## src/verilog/core_supervisor_pkg.sv

```systemverilog
// Constants for the processor core supervisor: register map, reset values, field positions.
// Assumes a word-addressed control port with 16-bit registers.
package core_supervisor_pkg;
    localparam int REG_AW = 16;
    localparam int REG_DW = 16;
    localparam logic [15:0] ADDR_CHK_EXP_HIGH = 16'hE200;
    localparam logic [15:0] ADDR_CHK_EXP_LOW = 16'hE201;
    localparam logic [15:0] ADDR_CHK_ENABLE = 16'hE202;
    localparam logic [15:0] ADDR_WD_ENABLE = 16'hE210;
    localparam logic [15:0] ADDR_WD_LIMIT_HIGH = 16'hE211;
    localparam logic [15:0] ADDR_WD_LIMIT_LOW = 16'hE212;
    localparam logic [15:0] ADDR_CIRC_BOUNDARY = 16'hE21F;
    localparam logic [15:0] ADDR_CHK_ERR_FLAG = 16'hE225;
    localparam logic [15:0] ADDR_WD_ERR_FLAG = 16'hE226;
    localparam logic [15:0] ADDR_ERR_AUTO_MUTE = 16'hE227;
    localparam logic [15:0] ADDR_CORE_RUN = 16'hE228;
    localparam logic [15:0] ADDR_PEAK_CYCLES = 16'hE229;
    localparam logic [15:0] RST_ZERO = 16'h0000;
    localparam logic [13:0] RST_CIRC_BOUNDARY = 14'h1F00;
    localparam int BIT_ENABLE = 0;
    localparam int BIT_CORE_RUN = 0;
    localparam int BIT_ERR_FLAG = 0;
    localparam int BIT_MUTE_ON_WD = 0;
    localparam int BIT_MUTE_ON_CHK = 1;
    localparam int CIRC_W = 14;
    localparam int PEAK_W = 16;
    localparam int CHK_W = 32;
    localparam int PMEM_DW = 43;
    localparam int PMEM_AW = 12;
    localparam int PMEM_WORDS = 4096;
    localparam int CHECK_FRAMES = 4096;
    localparam int PARAM_DW = 28;
    localparam int PARAM_AW = 12;
    localparam int SAFELOAD_WORDS = 8;
    localparam logic [31:0] CHK_POLY = 32'h04C11DB7;
    localparam logic [31:0] CHK_SEED = 32'hFFFFFFFF;
    typedef enum logic [1:0] {
        SCAN_IDLE = 2'b00,
        SCAN_READ = 2'b01,
        SCAN_DRAIN = 2'b10,
        SCAN_CMP = 2'b11
    } scan_state_t;
endpackage : core_supervisor_pkg

```

## src/verilog/core_supervisor.sv

```systemverilog
// Processor core supervisor: run control, program checksum, watchdog, peak counter.
// Assumes a one-cycle register port, a program memory read port that returns data in the same cycle as the address,
// and a core that reports its frame start request and jump-to-start events.
`timescale 1ns/1ps
`default_nettype none
module core_supervisor #(
    parameter int CHECK_FRAMES = core_supervisor_pkg::CHECK_FRAMES,
    parameter int PMEM_WORDS = core_supervisor_pkg::PMEM_WORDS
) (
    input wire logic clk_sys,
    input wire logic resetn,
    input wire logic [15:0] reg_addr,
    input wire logic reg_wr,
    input wire logic [15:0] reg_wdata,
    input wire logic reg_rd,
    output logic [15:0] reg_rdata_ff,
    output logic reg_rvalid_ff,
    input wire logic frame_start,
    input wire logic pc_jump_to_start,
    output logic core_run_ff,
    output logic core_start_ff,
    output logic pc_hold_ff,
    output logic serial_out_zero_ff,
    output logic [11:0] pmem_rd_addr_ff,
    output logic pmem_rd_en_ff,
    input wire logic [42:0] pmem_rd_data,
    input wire logic mp_select_chk,
    input wire logic mp_select_wd,
    output logic mp_chk_flag_ff,
    output logic mp_wd_flag_ff,
    output logic [13:0] circular_boundary_ff,
    input wire logic param_wr,
    input wire logic [11:0] param_addr,
    input wire logic [27:0] param_wdata,
    output logic param_wr_ff,
    output logic [11:0] param_addr_ff,
    output logic [27:0] param_wdata_ff,
    output logic param_safeload_ff
);
    initial
    begin
        if (CHECK_FRAMES < 1 || CHECK_FRAMES > 65536)
            $error("CHECK_FRAMES out of range");
        if (PMEM_WORDS < 2 || PMEM_WORDS > core_supervisor_pkg::PMEM_WORDS)
            $error("PMEM_WORDS out of range");
    end

    // Folds one program word into the running checksum, most significant bit first
    function automatic logic [31:0] chk_update(input logic [31:0] crc, input logic [42:0] word);
        logic [31:0] c;
        c = crc;
        for (int i = core_supervisor_pkg::PMEM_DW - 1; i >= 0; i--)
        begin
            if (c[31] ^ word[i])
                c = {c[30:0], 1'b0} ^ core_supervisor_pkg::CHK_POLY;
            else
                c = {c[30:0], 1'b0};
        end
        return c;
    endfunction : chk_update

    logic [15:0] chk_exp_high_ff;
    logic [15:0] chk_exp_low_ff;
    logic chk_enable_ff;
    logic wd_enable_ff;
    logic [15:0] wd_limit_high_ff;
    logic [15:0] wd_limit_low_ff;
    logic [1:0] auto_mute_ff;
    logic run_bit_ff;
    logic chk_err_ff;
    logic wd_err_ff;
    logic [15:0] peak_ff;
    logic [15:0] pass_len_ff;
    logic [31:0] cycle_cnt_ff;
    logic [15:0] frame_cnt_ff;
    core_supervisor_pkg::scan_state_t scan_ff;
    core_supervisor_pkg::scan_state_t nxt_scan;
    logic [12:0] scan_addr_ff;
    logic [31:0] crc_ff;
    logic check_due;
    logic scan_last;
    logic chk_mismatch;
    logic wd_hit;
    logic start_now;

    assign start_now = frame_start & run_bit_ff;
    assign check_due = start_now & chk_enable_ff
        & (frame_cnt_ff == 16'(CHECK_FRAMES - 1));
    assign scan_last = (scan_addr_ff == 13'(PMEM_WORDS));
    assign chk_mismatch = (crc_ff != {chk_exp_high_ff, chk_exp_low_ff});
    assign wd_hit = wd_enable_ff & ~pc_hold_ff
        & (cycle_cnt_ff >= {wd_limit_high_ff, wd_limit_low_ff});

    // Writable registers
    always_ff @(posedge clk_sys or negedge resetn)
    begin
        if (!resetn)
        begin
            chk_exp_high_ff <= core_supervisor_pkg::RST_ZERO;
            chk_exp_low_ff <= core_supervisor_pkg::RST_ZERO;
            chk_enable_ff <= 1'b0;
            wd_enable_ff <= 1'b0;
            wd_limit_high_ff <= core_supervisor_pkg::RST_ZERO;
            wd_limit_low_ff <= core_supervisor_pkg::RST_ZERO;
            auto_mute_ff <= 2'h0;
            run_bit_ff <= 1'b0;
            circular_boundary_ff <= core_supervisor_pkg::RST_CIRC_BOUNDARY;
        end
        else if (reg_wr)
        begin
            case (reg_addr)
                core_supervisor_pkg::ADDR_CHK_EXP_HIGH: chk_exp_high_ff <= reg_wdata;
                core_supervisor_pkg::ADDR_CHK_EXP_LOW: chk_exp_low_ff <= reg_wdata;
                core_supervisor_pkg::ADDR_CHK_ENABLE:
                    chk_enable_ff <= reg_wdata[core_supervisor_pkg::BIT_ENABLE];
                core_supervisor_pkg::ADDR_WD_ENABLE:
                    wd_enable_ff <= reg_wdata[core_supervisor_pkg::BIT_ENABLE];
                core_supervisor_pkg::ADDR_WD_LIMIT_HIGH: wd_limit_high_ff <= reg_wdata;
                core_supervisor_pkg::ADDR_WD_LIMIT_LOW: wd_limit_low_ff <= reg_wdata;
                core_supervisor_pkg::ADDR_ERR_AUTO_MUTE: auto_mute_ff <= reg_wdata[1:0];
                core_supervisor_pkg::ADDR_CORE_RUN:
                    run_bit_ff <= reg_wdata[core_supervisor_pkg::BIT_CORE_RUN];
                core_supervisor_pkg::ADDR_CIRC_BOUNDARY:
                    circular_boundary_ff <= reg_wdata[core_supervisor_pkg::CIRC_W - 1:0];
                default:
                begin
                end
            endcase
        end
    end

    // Register read port, answer one cycle after the strobe
    always_ff @(posedge clk_sys or negedge resetn)
    begin
        if (!resetn)
        begin
            reg_rdata_ff <= core_supervisor_pkg::RST_ZERO;
            reg_rvalid_ff <= 1'b0;
        end
        else
        begin
            reg_rvalid_ff <= reg_rd;
            if (reg_rd)
            begin
                case (reg_addr)
                    core_supervisor_pkg::ADDR_CHK_EXP_HIGH: reg_rdata_ff <= chk_exp_high_ff;
                    core_supervisor_pkg::ADDR_CHK_EXP_LOW: reg_rdata_ff <= chk_exp_low_ff;
                    core_supervisor_pkg::ADDR_CHK_ENABLE: reg_rdata_ff <= {15'h0000, chk_enable_ff};
                    core_supervisor_pkg::ADDR_WD_ENABLE: reg_rdata_ff <= {15'h0000, wd_enable_ff};
                    core_supervisor_pkg::ADDR_WD_LIMIT_HIGH: reg_rdata_ff <= wd_limit_high_ff;
                    core_supervisor_pkg::ADDR_WD_LIMIT_LOW: reg_rdata_ff <= wd_limit_low_ff;
                    core_supervisor_pkg::ADDR_CIRC_BOUNDARY:
                        reg_rdata_ff <= {2'h0, circular_boundary_ff};
                    core_supervisor_pkg::ADDR_CHK_ERR_FLAG:
                        reg_rdata_ff <= {15'h0000, chk_err_ff};
                    core_supervisor_pkg::ADDR_WD_ERR_FLAG:
                        reg_rdata_ff <= {15'h0000, wd_err_ff};
                    core_supervisor_pkg::ADDR_ERR_AUTO_MUTE: reg_rdata_ff <= {14'h0000, auto_mute_ff};
                    core_supervisor_pkg::ADDR_CORE_RUN: reg_rdata_ff <= {15'h0000, run_bit_ff};
                    core_supervisor_pkg::ADDR_PEAK_CYCLES: reg_rdata_ff <= peak_ff;
                    default: reg_rdata_ff <= core_supervisor_pkg::RST_ZERO;
                endcase
            end
        end
    end

    // Core run, start pulse and output muting
    always_ff @(posedge clk_sys or negedge resetn)
    begin
        if (!resetn)
        begin
            core_run_ff <= 1'b0;
            core_start_ff <= 1'b0;
            serial_out_zero_ff <= 1'b1;
        end
        else
        begin
            core_run_ff <= run_bit_ff;
            core_start_ff <= start_now;
            serial_out_zero_ff <= ~run_bit_ff
                | (auto_mute_ff[core_supervisor_pkg::BIT_MUTE_ON_CHK] & chk_err_ff)
                | (auto_mute_ff[core_supervisor_pkg::BIT_MUTE_ON_WD] & wd_err_ff);
        end
    end

    // Program counter park at start address until the next start pulse
    always_ff @(posedge clk_sys or negedge resetn)
    begin
        if (!resetn)
            pc_hold_ff <= 1'b1;
        else if (start_now)
            pc_hold_ff <= 1'b0;
        else if (pc_jump_to_start || !run_bit_ff)
            pc_hold_ff <= 1'b1;
    end

    // Per-frame cycle counter and pass length
    always_ff @(posedge clk_sys or negedge resetn)
    begin
        if (!resetn)
        begin
            cycle_cnt_ff <= 32'h00000000;
            pass_len_ff <= 16'h0000;
        end
        else if (start_now)
            cycle_cnt_ff <= 32'h00000000;
        else if (!pc_hold_ff)
        begin
            if (cycle_cnt_ff != 32'hFFFFFFFF)
                cycle_cnt_ff <= cycle_cnt_ff + 32'h00000001;
            if (pc_jump_to_start)
                pass_len_ff <= (cycle_cnt_ff[31:16] != 16'h0000) ? 16'hFFFF
                    : cycle_cnt_ff[15:0] + 16'h0001;
        end
    end

    // Peak register refreshed on every start pulse
    always_ff @(posedge clk_sys or negedge resetn)
    begin
        if (!resetn)
            peak_ff <= 16'h0000;
        else if (start_now)
            peak_ff <= pass_len_ff;
    end

    // Watchdog error flag
    always_ff @(posedge clk_sys or negedge resetn)
    begin
        if (!resetn)
            wd_err_ff <= 1'b0;
        else if (!wd_enable_ff)
            wd_err_ff <= 1'b0;
        else if (wd_hit)
            wd_err_ff <= 1'b1;
    end

    // Frame counter for the periodic checksum
    always_ff @(posedge clk_sys or negedge resetn)
    begin
        if (!resetn)
            frame_cnt_ff <= 16'h0000;
        else if (!chk_enable_ff)
            frame_cnt_ff <= 16'h0000;
        else if (start_now)
            frame_cnt_ff <= check_due ? 16'h0000 : frame_cnt_ff + 16'h0001;
    end

    // Checksum scan sequencer
    always_comb
    begin
        nxt_scan = scan_ff;
        case (scan_ff)
            core_supervisor_pkg::SCAN_IDLE:
                if (check_due)
                    nxt_scan = core_supervisor_pkg::SCAN_READ;
            core_supervisor_pkg::SCAN_READ:
                if (scan_last)
                    nxt_scan = core_supervisor_pkg::SCAN_DRAIN;
            core_supervisor_pkg::SCAN_DRAIN:
                nxt_scan = core_supervisor_pkg::SCAN_CMP;
            core_supervisor_pkg::SCAN_CMP:
                nxt_scan = core_supervisor_pkg::SCAN_IDLE;
            default:
                nxt_scan = core_supervisor_pkg::SCAN_IDLE;
        endcase
        if (!chk_enable_ff)
            nxt_scan = core_supervisor_pkg::SCAN_IDLE;
    end

    always_ff @(posedge clk_sys or negedge resetn)
    begin
        if (!resetn)
            scan_ff <= core_supervisor_pkg::SCAN_IDLE;
        else
            scan_ff <= nxt_scan;
    end

    // Program memory walk and checksum accumulation
    always_ff @(posedge clk_sys or negedge resetn)
    begin
        if (!resetn)
        begin
            scan_addr_ff <= 13'h0000;
            pmem_rd_addr_ff <= 12'h000;
            pmem_rd_en_ff <= 1'b0;
            crc_ff <= core_supervisor_pkg::CHK_SEED;
        end
        else
        begin
            pmem_rd_en_ff <= (nxt_scan == core_supervisor_pkg::SCAN_READ);
            if (scan_ff != core_supervisor_pkg::SCAN_READ || !chk_enable_ff)
                scan_addr_ff <= 13'h0000;
            if (scan_ff == core_supervisor_pkg::SCAN_IDLE)
                crc_ff <= core_supervisor_pkg::CHK_SEED;
            else if (pmem_rd_en_ff)
                crc_ff <= chk_update(crc_ff, pmem_rd_data);
            if (nxt_scan == core_supervisor_pkg::SCAN_READ)
            begin
                pmem_rd_addr_ff <= scan_addr_ff[11:0];
                scan_addr_ff <= scan_addr_ff + 13'h0001;
            end
        end
    end

    // Checksum error flag
    always_ff @(posedge clk_sys or negedge resetn)
    begin
        if (!resetn)
            chk_err_ff <= 1'b0;
        else if (!chk_enable_ff)
            chk_err_ff <= 1'b0;
        else if (scan_ff == core_supervisor_pkg::SCAN_CMP && chk_mismatch)
            chk_err_ff <= 1'b1;
    end

    // Multipurpose pin flag outputs
    always_ff @(posedge clk_sys or negedge resetn)
    begin
        if (!resetn)
        begin
            mp_chk_flag_ff <= 1'b0;
            mp_wd_flag_ff <= 1'b0;
        end
        else
        begin
            mp_chk_flag_ff <= mp_select_chk & chk_err_ff;
            mp_wd_flag_ff <= mp_select_wd & wd_err_ff;
        end
    end

    // Parameter memory write path with safe-load slot marker
    always_ff @(posedge clk_sys or negedge resetn)
    begin
        if (!resetn)
        begin
            param_wr_ff <= 1'b0;
            param_addr_ff <= 12'h000;
            param_wdata_ff <= 28'h0000000;
            param_safeload_ff <= 1'b0;
        end
        else
        begin
            param_wr_ff <= param_wr;
            param_addr_ff <= param_addr;
            param_wdata_ff <= param_wdata;
            param_safeload_ff <= param_wr
                & (param_addr < 12'(core_supervisor_pkg::SAFELOAD_WORDS));
        end
    end
endmodule : core_supervisor
`default_nettype wire

```

## config.mk

```make
export PLATFORM = sky130hd
export DESIGN_NAME = core_supervisor
export DESIGN_NICKNAME = d
export VERILOG_FILES = /design/src/verilog/core_supervisor_pkg.sv /design/src/verilog/core_supervisor.sv
export SDC_FILE = /design/constraint.sdc
export NUM_CORES = 1
export LEC_CHECK = 0
export BUFFER_PORTS_ARGS = -buffer_cell sky130_fd_sc_hd__buf_4
export CAP_MARGIN = 20
export CELL_PAD_IN_SITES_DETAIL_PLACEMENT = 0
export CELL_PAD_IN_SITES_GLOBAL_PLACEMENT = 1
export CORE_MARGIN = 4
export CORE_UTILIZATION = 45
export DETAILED_ROUTE_END_ITERATION = 10
export PLACE_DENSITY_LB_ADDON = 0.1
export SKIP_LAST_GASP = 1
export SYNTH_ARGS = -nofsm -noshare
export SYNTH_HDL_FRONTEND = slang
export SYNTH_SLANG_ARGS = --single-unit
```

## constraint.sdc

```tcl
create_clock -name clk_sys -period 13.2 [get_ports clk_sys]
set_input_delay 0.66 -clock clk_sys [delete_from_list [all_inputs] [get_ports clk_sys]]
set_output_delay 0.66 -clock clk_sys [all_outputs]
set_load 0.03 [all_outputs]
```

==> results.md <==
* Final Max Tran Viols at 0
* I/O Pins at 216
* Skew-Pair Late Insertion Delay at roughly 0.53 ns
* CTS Sinks at 290
* RSZ-0062 raised after global routing: false
* Largest net degree at the start of global routing at 99
* Global-route wire length before repair at 76800 µm
* Port bufs at 215
* Final wirelength at 49500 µm
* Syn nets at 1757
* Via count at 12483
* Fin Hold WS at 0.163 ns
* CP Launch Type: flip-flop
* H-tree depth at 2
* Ys Warns at 0
* ANT nets after route at 0
* Hpwl dp at approximately 38000 µm
* TritonCTS clock tree: yes
* Outcome: finished, final reports clean
* CP Capture Type: flip-flop
* FF-to-FF path depth at 16
* P&R area growth vs syn at 19.7%
* Max capacitance violation total at 0
* Register bit total from synthesis at 290
* Storage cell area at 7310 µm²
* Post-synth ARST share at 100%
* Initial antenna violation count at 0
* Synth top area cells: dfrtp_1 36%, xnor2_1 15%, dfstp_2 5.9%, mux2_2 5.4%, xor2_1 4.7%
* Critical path class: reg2reg
* Final period util at 41.7%
* Root buf cell: clkbuf_16
* DR vias/cell at 5.30
* Die Ht at between 200 and 250 µm
* Core area at approximately 38000 µm²
* CP Buf/Inv Count at 0
* Top post-synthesis cells by count: 303 x xnor2_1, 251 x dfrtp_1, 187 x nand2_1
* Critical path data required time at 13.61 ns
* DRT iter0 DRCs at 828
* Avg Inst Size Synth at 10.8 µm²
* Placed cell count at roughly 2300
* Clk pin slew, worst setup/hold paths at 0.06 ns
* Starting Density at 45.7%
* Fin Clk Skew at approximately 0.023 ns
* Post-synth top area cell: dfrtp_1
* CTS buffer count at 34
* Number of flops mapped to enable cells by yosys at 0
* CP max stage delay at 0.74 ns
* Worst Hold Class: in2async
* CTS Buffer Depth at 3
* Synth unique cells at 55
* Synth Cell Area at 17300 µm²
* Rows at 71
* DR pass1 iterations at 5
* Final non-filler cell total at between 2000 and 2500
* Fin nets at 1980
* Worst path depth at 16
* Shortest period the worst path allows at about 5.5 ns
* Share of cells above drive strength 1 at 25.3%
* Worst relative slew slack at 35.2%
* Total GRT Usage at 23.8%
* Top delay family on crit path: XOR/XNOR gates
* Top cell by count, worst path: xnor2_1
* Setup Buffers After CTS at 0
* Worst slew pin tran at 0.972 ns
* Number of hold violations in the final report at 0
* Final setup fails at 0
* CTS Hold Buffers Added at 0
* Overflow after GRT at 0
* Die area at 41600 µm²
* Prevailing post-synth register cell: dfrtp_1
* Crit path DAT at 5.92 ns
* Ant diodes at 0
* Setup TNS at 0 ns
* Slowest cell on crit path: xnor2_1
* Area of the multi-input gates at 9610 µm²
* Drt wl/cell at ~21 µm
* Crit-path cells: xor2_1 -> xnor2_1 -> xnor2_1 -> xnor2_1 -> xor3_2 -> xor2_2 -> xnor2_4 -> xnor2_4 -> xor2_1 -> xnor2_1 -> xnor2_1 -> xnor2_1 -> xnor2_1 -> nand2_1 -> o21ai_1 -> nand2_1
* Post-CTS Resized at 0
* Sequential area share after synthesis at between 40% and 50%
* Gate Count Post-Synth at 1597
* Die width at 204 µm
* # DRC at 0
* FMAX at 182 MHz
* Most common cell in the netlist: xnor2_1
* Synth top area share at 36.4%
* Number of fill cells at ~3300
* GPL Wtd Cong at 0.916
* Vias in the first global route at 12739
* Crit path max fanout at 6
## metal layers
metal	part of all wire [%]	GRT usage (%)	vias up
met5	0	0	-
met4	1.9	5.76	0
met3	7.4	5.47	59
met2	44	36.4	406
met1	46	34.7	6167
li1	-	-	5851
## registers in the layout (all words and copies together) (netlist names), 13 cells and up
register / cells
crc_ff: 32
cycle_cnt_ff: 32
param_wdata_ff: 28
chk_exp_high_ff: 16
chk_exp_low_ff: 16
frame_cnt_ff: 16
pass_len_ff: 16
peak_ff: 16
reg_rdata_ff: 16
wd_limit_high_ff: 16
wd_limit_low_ff: 16
circular_boundary_ff: 14
scan_addr_ff: 13
## path summary, 6_finish.rpt
check | startpoint | end | slack, ns
max in group asynchronous | resetn | param_addr_ff[9] | 10.75
min in group clk_sys | param_wdata[16] | param_wdata_ff[16] | 0.24
worst min register to register | pass_len_ff[1] | peak_ff[1] | 0.46
worst min-delay path | resetn | chk_exp_high_ff[9] | 0.16
worst max-delay path | crc_ff[25] | crc_ff[14] | 7.69
worst max register to register | crc_ff[25] | crc_ff[14] | 7.69
## cell usage in the layout (no fill, tap or decap), types with 4 or more instances in the layout
cell type	synthesis	routed
xor2_4	6	6
and3_1	35	35
xnor3_1	16	16
inv_1	54	54
nor2b_1	6	6
o21ai_1	5	4
nand2_1	187	187
a21oi_1	42	42
xor2_2	10	10
xor2_1	93	93
a21o_1	25	25
nor3_1	12	11
or3_1	12	12
xnor2_2	20	20
nor2_1	85	85
ha_1	36	36
mux2_2	83	83
xnor2_4	11	11
a222oi_1	25	25
clkbuf_8	0	9
o21ai_0	75	75
nand3_1	20	20
dfstp_2	39	39
clkinv_2	0	4
o22ai_1	6	6
xnor2_1	303	303
nand4_1	20	20
dfrtp_1	251	250
clkbuf_1	40	7
nor4_1	10	10
mux2i_1	10	10
clkbuf_16	0	35
nand2b_1	5	5
and2_1	5	5
nor4b_1	4	4
buf_4	0	229
a31oi_1	8	8
## cell families (layout without fill, tap and decap cells)
kind of cell,after synthesis,count (layout),share of synthesized area [%]
xor gates and xnor gates,466,466,28.7
and+or+nand+nor,407,407,10.7
DFF,290,290,42.3
AOI/OAI and AO/OA,205,205,7.49
buffers and inverters,100,347,2.18
muxes,93,93,5.99
adders and majority gates,36,36,2.61
## layout make-up
class	count	area share, %
timing repair buffer	232	8.53
multi-input combinational	1207	46.5
inverter	55	0.999
sequential	290	35.4
tap	511	3.09
clock buffer	50	4.90
clock inverter	10	0.630
## metrics by stage
step / utilization, % / setup WS, ns / instance area (µm²)
global route: 54.7 / 7.47 / 20700
CTS: 54.7 / 7.72 / 20600
floorplan: - / 8.45 / 17300
detailed placement: 51.6 / 7.51 / 19500
finish: 54.7 / 7.69 / 20700
global placement: 51.6 / 7.47 / 19500
Power is left out: the tool's default activity adds up to more than one toggle a clock period on the data nets, which glitch-free logic cannot reach.
